### src/nic_pages_pkg.sv
// package of constants and carrier types for the nic register page front end
`default_nettype none
package nic_pages_pkg;
    localparam int   byte_width        = 8;
    localparam logic [11:0] addr_mask  = 12'h03C;
    // page-relative register indexes; byte address is index times four
    localparam logic [3:0] off_command      = 4'h0;
    localparam logic [3:0] off_ring_start   = 4'h1;
    localparam logic [3:0] off_ring_stop    = 4'h2;
    localparam logic [3:0] off_xmit_start   = 4'h4;
    localparam logic [3:0] off_int_status   = 4'h7;
    localparam logic [3:0] off_current_rx   = 4'h7;
    localparam logic [3:0] off_station0     = 4'h1;
    localparam logic [3:0] off_station5     = 4'h6;
    localparam logic [3:0] off_hash0        = 4'h8;
    localparam logic [3:0] off_rx_config    = 4'hC;
    localparam logic [3:0] off_tx_config    = 4'hD;
    localparam logic [3:0] off_data_config  = 4'hE;
    localparam logic [3:0] off_int_mask     = 4'hF;
    localparam logic [3:0] off_serial_ctrl  = 4'h1;
    localparam logic [3:0] off_boot_page    = 4'h2;
    localparam logic [3:0] off_jumper       = 4'h3;
    localparam logic [3:0] off_irq_io       = 4'h4;
    localparam logic [3:0] off_medium_boot  = 4'h5;
    localparam logic [3:0] off_led_power    = 4'h6;
    localparam logic [3:0] off_card_select  = 4'h8;
    localparam logic [3:0] off_clock_halt   = 4'h9;
    localparam logic [3:0] off_irq_levels   = 4'hB;
    // byte address of the event input register, outside the paged window
    localparam logic [11:0] addr_event_in   = 12'h040;
    // command field and status bit positions
    localparam int pos_page_hi   = 7;
    localparam int pos_page_lo   = 6;
    localparam int pos_dma_hi    = 5;
    localparam int pos_dma_lo    = 3;
    localparam int pos_xmit      = 2;
    localparam int pos_start     = 1;
    localparam int pos_stop      = 0;
    localparam int pos_rst_stat  = 7;
    localparam int pos_dma_done  = 6;
    // write masks of page 3 registers
    localparam logic [7:0] mask_irq_io      = 8'h80;
    localparam logic [7:0] mask_medium_boot = 8'hE0;
    localparam logic [7:0] mask_led_power   = 8'h06;
    localparam logic [7:0] mask_serial_wr   = 8'hCE;
    // reset values and the unlock mode
    localparam logic [7:0] reset_command    = 8'h21;
    localparam logic [7:0] reset_status     = 8'h80;
    localparam logic [7:0] reset_mask       = 8'h00;
    localparam logic [7:0] reset_data_cfg   = 8'h84;
    localparam logic [7:0] reset_tx_cfg     = 8'hE0;
    localparam logic [7:0] reset_zero       = 8'h00;
    localparam logic [1:0] serial_mode_cfg  = 2'h3;

    typedef enum logic [3:0] {
        page_zero  = 4'b0001,
        page_one   = 4'b0010,
        page_two   = 4'b0100,
        page_three = 4'b1000
    } page_type;

    typedef enum logic [3:0] {
        dma_idle   = 4'b0001,
        dma_read   = 4'b0010,
        dma_write  = 4'b0100,
        dma_send   = 4'b1000
    } dma_state_type;

    typedef struct packed {
        logic [7:0] command;
        logic [7:0] int_status;
        logic [7:0] int_mask;
        logic [7:0] ring_start;
        logic [7:0] ring_stop;
        logic [7:0] xmit_start;
        logic [7:0] rx_config;
        logic [7:0] tx_config;
        logic [7:0] data_config;
        logic [47:0] station;
        logic [7:0] current_rx;
        logic [63:0] hash;
        logic [7:0] serial_ctrl;
        logic [7:0] boot_page;
        logic [7:0] irq_io;
        logic [7:0] medium_boot;
        logic [7:0] led_power;
        logic [7:0] clock_halt;
        dma_state_type dma_state;
        logic [31:0] prdata;
        logic        pready;
        logic        irq;
        logic        link_enable;
    } state_type;
endpackage
`default_nettype wire

### src/nic_register_pages.sv
// paged register front end of an ethernet controller behind an apb slave
//
// Contract
// - page select bits 7:6 choose pages 0-3
// - bits 5:3 decode remote dma commands
// - start bit written without stop clears the stop bit
// - stop bit halts traffic, set at reset
// - interrupt status readable at page 0 offset 7
// - status bits cleared by writing one
// - protected page 3 writes need mode bits 11
// - page 1 station, current page, hash bytes
// - remote dma finish sets dma complete bit
// - mask bits 6:0 enable matching status bits
`default_nettype none
module nic_register_pages
    import nic_pages_pkg::*;
(
    input  wire logic        pclk,
    input  wire logic        presetn,
    input  wire logic        psel,
    input  wire logic        penable,
    input  wire logic        pwrite,
    input  wire logic [11:0] paddr,
    input  wire logic [31:0] pwdata,
    input  wire logic [3:0]  pstrb,
    output var  logic [31:0] prdata,
    output var  logic        pready,
    output logic             pslverr,
    output var  logic        irq,
    output var  logic        link_enable
);
    state_type state;
    state_type next_state;

    page_type   page;
    logic       setup;
    logic       wr;
    logic       rd;
    logic       in_window;
    logic [3:0] idx;
    logic [7:0] wbyte;
    logic [7:0] rbyte;
    logic       unlocked;
    logic       dma_finish;

    function automatic logic [7:0] merge(input logic [7:0] old, input logic [7:0] val,
                                         input logic [7:0] mask);
        merge = (old & ~mask) | (val & mask);
    endfunction

    function automatic logic [7:0] pick(input logic [63:0] vec, input logic [2:0] sel);
        pick = vec[{sel, 3'h0} +: 8];
    endfunction

    // bus write lands in the setup cycle; pready follows one cycle later
    assign setup     = psel & ~penable & ~state.pready;
    assign in_window = (paddr & ~addr_mask) == 12'h000;
    assign idx       = paddr[5:2];
    assign wr        = setup & pwrite & pstrb[0];
    assign rd        = setup & ~pwrite;
    assign wbyte     = pwdata[7:0];
    assign pslverr   = 1'b0;
    assign unlocked  = state.serial_ctrl[7:6] == serial_mode_cfg;

    always_comb begin
        case (state.command[pos_page_hi:pos_page_lo])
            2'b00:   page = page_zero;
            2'b01:   page = page_one;
            2'b10:   page = page_two;
            default: page = page_three;
        endcase
    end

    // remote dma completes one cycle after it is begun; no data path here
    assign dma_finish = state.dma_state != dma_idle;

    always_comb begin
        rbyte = reset_zero;
        if (idx == off_command) begin
            rbyte = state.command;
        end else begin
            case (page)
                page_zero: begin
                    if (idx == off_int_status) begin
                        rbyte = state.int_status;
                    end
                end
                page_one: begin
                    if (idx >= off_station0 && idx <= off_station5) begin
                        rbyte = pick({16'h0000, state.station}, 3'(idx - off_station0));
                    end else if (idx == off_current_rx) begin
                        rbyte = state.current_rx;
                    end else begin
                        rbyte = pick(state.hash, idx[2:0]);
                    end
                end
                page_two: begin
                    case (idx)
                        off_ring_start:  rbyte = state.ring_start;
                        off_ring_stop:   rbyte = state.ring_stop;
                        off_xmit_start:  rbyte = state.xmit_start;
                        off_rx_config:   rbyte = state.rx_config;
                        off_tx_config:   rbyte = state.tx_config;
                        off_data_config: rbyte = state.data_config;
                        off_int_mask:    rbyte = state.int_mask;
                        default:         rbyte = reset_zero;
                    endcase
                end
                page_three: begin
                    case (idx)
                        off_serial_ctrl: rbyte = state.serial_ctrl;
                        off_boot_page:   rbyte = state.boot_page;
                        off_jumper:      rbyte = reset_zero;
                        off_irq_io:      rbyte = state.irq_io;
                        off_medium_boot: rbyte = state.medium_boot;
                        off_led_power:   rbyte = state.led_power;
                        off_card_select: rbyte = reset_zero;
                        off_irq_levels:  rbyte = {7'h00, state.irq};
                        default:         rbyte = reset_zero;
                    endcase
                end
                default: rbyte = reset_zero;
            endcase
        end
    end

    always_comb begin
        logic [7:0] events;
        logic [7:0] clears;
        events     = 8'h00;
        clears     = 8'h00;
        next_state = state;
        next_state.pready = setup;
        if (rd) begin
            next_state.prdata = in_window ? {24'h000000, rbyte} : 32'h0000_0000;
        end
        if (setup && !pwrite) begin
            next_state.prdata = (paddr == addr_event_in)
                ? {24'h000000, state.int_status} : next_state.prdata;
        end
        // remote dma state: finishes one cycle after issue
        case (state.dma_state)
            dma_idle:  next_state.dma_state = dma_idle;
            dma_read:  next_state.dma_state = dma_idle;
            dma_write: next_state.dma_state = dma_idle;
            dma_send:  next_state.dma_state = dma_idle;
            default:   next_state.dma_state = dma_idle;
        endcase
        if (dma_finish) begin
            events[pos_dma_done] = 1'b1;
            next_state.command[pos_dma_hi:pos_dma_lo] = 3'b100;
        end
        // hardware events posted by a bus write to the event register
        if (wr && paddr == addr_event_in) begin
            events = events | wbyte;
        end
        if (wr && in_window) begin
            if (idx == off_command) begin
                next_state.command[pos_page_hi:pos_page_lo] = wbyte[7:6];
                next_state.command[pos_start] = wbyte[pos_start];
                if (wbyte[pos_dma_hi]) begin
                    next_state.command[pos_dma_hi:pos_dma_lo] = wbyte[5:3];
                    next_state.dma_state = dma_idle;
                end else if (wbyte[5:3] != 3'b000) begin
                    next_state.command[pos_dma_hi:pos_dma_lo] = wbyte[5:3];
                    case (wbyte[4:3])
                        2'b01:   next_state.dma_state = dma_read;
                        2'b10:   next_state.dma_state = dma_write;
                        default: next_state.dma_state = dma_send;
                    endcase
                end
                // code 000 is not allowed: the field keeps its old value
                if (wbyte[pos_start] && !wbyte[pos_stop]) begin
                    next_state.command[pos_stop] = 1'b0;
                    clears[pos_rst_stat] = 1'b1;
                end else if (wbyte[pos_stop]) begin
                    next_state.command[pos_stop] = 1'b1;
                    events[pos_rst_stat] = 1'b1;
                end
                // transmit bit self-clears; no transmitter is modelled
                next_state.command[pos_xmit] = 1'b0;
            end else begin
                case (page)
                    page_zero: begin
                        case (idx)
                            off_ring_start:  next_state.ring_start = wbyte;
                            off_ring_stop:   next_state.ring_stop = wbyte;
                            off_xmit_start:  next_state.xmit_start = wbyte;
                            off_int_status:  clears = clears | wbyte;
                            off_rx_config:   next_state.rx_config = wbyte;
                            off_tx_config:   next_state.tx_config = wbyte;
                            off_data_config: next_state.data_config = wbyte;
                            off_int_mask:    next_state.int_mask = wbyte;
                            default:         next_state.ring_start = state.ring_start;
                        endcase
                    end
                    page_one: begin
                        if (idx >= off_station0 && idx <= off_station5) begin
                            next_state.station[{3'(idx - off_station0), 3'h0} +: 8] =
                                wbyte;
                        end else if (idx == off_current_rx) begin
                            next_state.current_rx = wbyte;
                        end else begin
                            next_state.hash[{idx[2:0], 3'h0} +: 8] = wbyte;
                        end
                    end
                    page_three: begin
                        case (idx)
                            off_serial_ctrl: next_state.serial_ctrl =
                                merge(state.serial_ctrl, wbyte, mask_serial_wr);
                            off_boot_page:   next_state.boot_page = wbyte;
                            off_irq_io:      if (unlocked) begin
                                next_state.irq_io =
                                    merge(state.irq_io, wbyte, mask_irq_io);
                            end
                            off_medium_boot: if (unlocked) begin
                                next_state.medium_boot =
                                    merge(state.medium_boot, wbyte, mask_medium_boot);
                            end
                            off_led_power:   if (unlocked) begin
                                next_state.led_power =
                                    merge(state.led_power, wbyte, mask_led_power);
                            end
                            off_clock_halt:  next_state.clock_halt = wbyte;
                            default:         next_state.boot_page = state.boot_page;
                        endcase
                    end
                    default: next_state.command = next_state.command;
                endcase
            end
        end
        // a new event wins over a clear in the same cycle
        next_state.int_status = (state.int_status & ~clears) | events;
        // mask bit 7 has no cause behind it, so it never raises the line
        next_state.irq = |(next_state.int_status & {1'b0, next_state.int_mask[6:0]});
        next_state.link_enable = ~next_state.command[pos_stop];
    end

    always_ff @(posedge pclk or negedge presetn) begin
        if (!presetn) begin
            state             <= '0;
            state.command     <= reset_command;
            state.int_status  <= reset_status;
            state.int_mask    <= reset_mask;
            state.data_config <= reset_data_cfg;
            state.tx_config   <= reset_tx_cfg;
            state.dma_state   <= dma_idle;
        end else begin
            state <= next_state;
        end
    end

    assign prdata      = state.prdata;
    assign pready      = state.pready;
    assign irq         = state.irq;
    assign link_enable = state.link_enable;
endmodule
`default_nettype wire

### config.mk
export PLATFORM = sky130hd
export DESIGN_NAME = nic_register_pages
export DESIGN_NICKNAME = d
export VERILOG_FILES = /design/src/nic_pages_pkg.sv /design/src/nic_register_pages.sv
export SDC_FILE = /design/constraint.sdc
export NUM_CORES = 1
export LEC_CHECK = 0
export ABC_AREA = 1
export BUFFER_PORTS_ARGS = -buffer_cell sky130_fd_sc_hd__buf_2
export CORE_ASPECT_RATIO = 0.8
export CORE_MARGIN = 4
export CORE_UTILIZATION = 45
export DETAILED_ROUTE_END_ITERATION = 12
export SLEW_MARGIN = 15
export SYNTH_ARGS = -nofsm -noshare
export SYNTH_HDL_FRONTEND = slang
export SYNTH_SLANG_ARGS = --single-unit
### constraint.sdc
create_clock -name pclk -period 1.7 [get_ports pclk]
set_input_delay 0.17 -clock pclk [delete_from_list [all_inputs] [get_ports pclk]]
set_output_delay 0.17 -clock pclk [all_outputs]
set_load 0.02 [all_outputs]
==> metrics.cfg <==
[outcome]
outcome = finished, violations left
failed_checks = setup timing

[setup_path]
timing.rr.start = pready
crit_end = state[184]
r2r-end = state[184]
cp-startpoint = pready
cp-start-kind = register
critPathKind = reg2reg
rrSetupSlack_ns = -0.28
critPathRequiredTime_ns = 2.12
r2r_cells = 11
crit_arrival_ns = 2.40
critPathMaxFanout = 8
cp-end-kind = register

[power_and_ir_drop]
ir_drop_v = 0.000774
p_per_area_mw_per_mm2 = 767
leakage_nw = 8.10
power.total_mw = 13.2

[synth]
syn_inst = 1719
post_synth.cell_area_avg_um2 = 7.62
async_flop_share_pct = 100
synthFlopType = dfrtp_1
synth.distinct_cells = 43
synth_edf_count = 0
syn-num-nets = 1782
yosysSeqAreaShare_pct = 47.7
synth_largest_area_cell = dfrtp_1
ys_ff_latch = 249
synth_common_cells = nand2_1 (599), dfrtp_1 (240), nor2_1 (164), o21ai_0 (138), nand3_1 (132)
synthTopCellsByArea = dfrtp_1 (46%), nand2_1 (17%), o21ai_0 (5.3%)
yosys.cell_count.top_type = nand2_1
yosys_warnings = 0
synth_top_area_share_pct = 45.9
synth_area_mm2 = 0.0131

[sta]
fin_skew_ns = 0.0279
drv_slew = 0
hold_violations = 0
finalCriticalPeriod_ns = 1.98
max_slew_margin_pct = 47.8
max_freq_ghz = 0.505
period_share_pct = 117
setup_ws_ns = -0.281
setup_viol = 207
rsz0062_at_grt = true
worst_pin_slew_ns = 0.779

[finish]
diodes = 0
seqCellArea_mm2 = 0.00624
nFillCells = 2584
layoutNonFillerInstCount = 2301
multi_input_comb_area_mm2 = 0.00692
syn_to_final_growth_pct = 31.2
nets = 1974
drive_above_1_share_pct = 31.8

[cts]
clk_transition_reported_paths_ns = 0.06
htreeDepth = 1
cts_buffer_depth = 3
clock_latency_ns = 0.56
clock_sink_count = 249
cts_tree = done
cts_buffers = 27
clockRootBuffer = clkbuf_16

[detailed_routing]
drt-initial-drc-count = 1339
first_pass_iters = 5
wl_um = 44700
ant_nets = 0
routedWlPerCell_um = 19.4
vias = 12500
via_per_inst = 5.42
drc = 0

[die]
boundaryPins = 89
die_area_mm2 = 0.0319
core_area_mm2 = 0.0285
die_h_um = 161
initial_core_util_pct = 46.0
rows = 55
die_w_um = 199

[placement]
place_ws_ns = -0.367
placed_cells = 2212
io_buffers = 60
dp.final_hpwl_um = 30700
gp_congestion = 0.930

[grt]
grt_antenna_before_repair = 0
grt_pass1_vias = 11500
grt_pass1_wl_um = 68600
grt_overflow_total = 0
grt_usage_pct = 27.4
grt_max_degree = 54

[worst_hold_path]
hold_path_class = in2reg

[job]
maxCapViolCount = 0

==> state kept, by name (all words and copies together), names as in the netlist <==
| register | flops |
|---|---|
| irq | 1 |
| link_enable | 1 |
| prdata | 32 |
| pready | 1 |
| state | 214 |
==> power by group <==
group          total, mW  internal (mW)  switching, mW
clock network       5.73           3.26           2.47
registers           5.94           5.94        0.00531
logic               1.50          0.485           1.02
==> cells in the final DEF, fill, tap and decap left out, types with 2 or more instances in the layout <==
master,n
nor4_1,2
inv_4,4
inv_1,102
nand2_4,27
ha_4,3
ha_1,7
nor2_4,13
nand4_1,5
nand2_2,98
buf_12,22
nand3_2,8
a22oi_1,3
nor3_2,4
o21ai_1,97
nor3_4,6
dlygate4sd3_1,4
clkbuf_16,29
buf_2,60
mux2i_1,4
nand2_1,486
nand2_8,17
buf_8,5
clkbuf_8,8
clkinv_2,7
dfstp_2,9
inv_2,13
nor2_1,148
a21oi_1,35
clkbuf_1,6
inv_6,2
buf_6,18
nor2_2,9
o21ai_2,86
buf_4,150
nand3_1,123
o21ai_0,43
clkinv_1,2
dfrtp_1,239
nand3_4,11
nor3_1,2
==> cells by family after synthesis <==
family,after synthesis,synth area share (%)
buffers and inverters,233,8.31
adder cells (fa/ha/maj),10,0.955
AO/OA/AOI/OAI,271,12.2
AND/OR/NAND/NOR,951,30.5
other,1,0.0286
multiplexers,4,0.306
flip-flops,249,47.7
==> routing by layer <==
metal | vias to the layer above | GRT usage [%] | wire, um
li1 | 5883 | - | -
met1 | 5943 | 44.0 | 20900
met2 | 576 | 36.3 | 17900
met3 | 63 | 8.41 | 5020
met4 | 0 | 4.97 | 874
met5 | - | 0 | 0
==> worst min-delay path by stage <==
stage	start	endpoint	slack, ns	depth (start not counted)
3_3_place_gp	presetn	state[143]	0.09	1
5_1_grt	pwdata[6]	state[101]	0.01	3
4_1_cts	pwdata[6]	state[117]	0.0004	3
6_report	pwdata[3]	state[122]	0.02	4
3_5_place_dp	presetn	state[143]	0.08	1
2_1_floorplan	presetn	irq	-0.13	0
==> worst max-delay path, stage by stage, from the launching register on <==
cell and delay (ns):
dfrtp_2 0.40, inv_2 0.05, nand2_2 0.07, nor2_4 0.14, nand2_2 0.07, buf_6 0.15
buf_6 0.12, nor4_4 0.26, buf_12 0.27, nand2_8 0.13, nand2_2 0.13, o21ai_2 0.06
==> stage by stage <==
step	setup TNS, ns	cell area (um^2)	hold WS, ns	util (%)
global route	-45.02	17200	0.0131	60.3
CTS	-18.01	16500	0.000436	58.0
detailed placement	-43.34	15000	0.0844	52.7
global placement	-39.16	15000	0.0892	52.7
floorplan	-44.11	13600	-0.126	-
finish	-28.15	17200	0.0158	60.3
==> what timing repair did <==
| item | 4_1_cts | 5_1_grt |
|---|---|---|
| pin swaps | 24 | 26 |
| gates resized for setup | 102 | 161 |
| gates cloned | 12 | 6 |
| endpoints found under the hold margin | 245 | 0 |
| setup endpoints to repair | 171 | 214 |
| hold buffers | 4 | 0 |
| buffers inserted | 10 | 9 |
==> cell type report <==
type                            instances  area share, %
Clock inverter                          8          0.255
Clock buffer                           41           4.70
Timing Repair Buffer                  261           13.0
Inverter                              122           2.75
Tap cell                              370           2.69
Sequential cell                       249           36.3
Multi-Input combinational cell       1250           40.3
(Power assumes the default switching activity.)
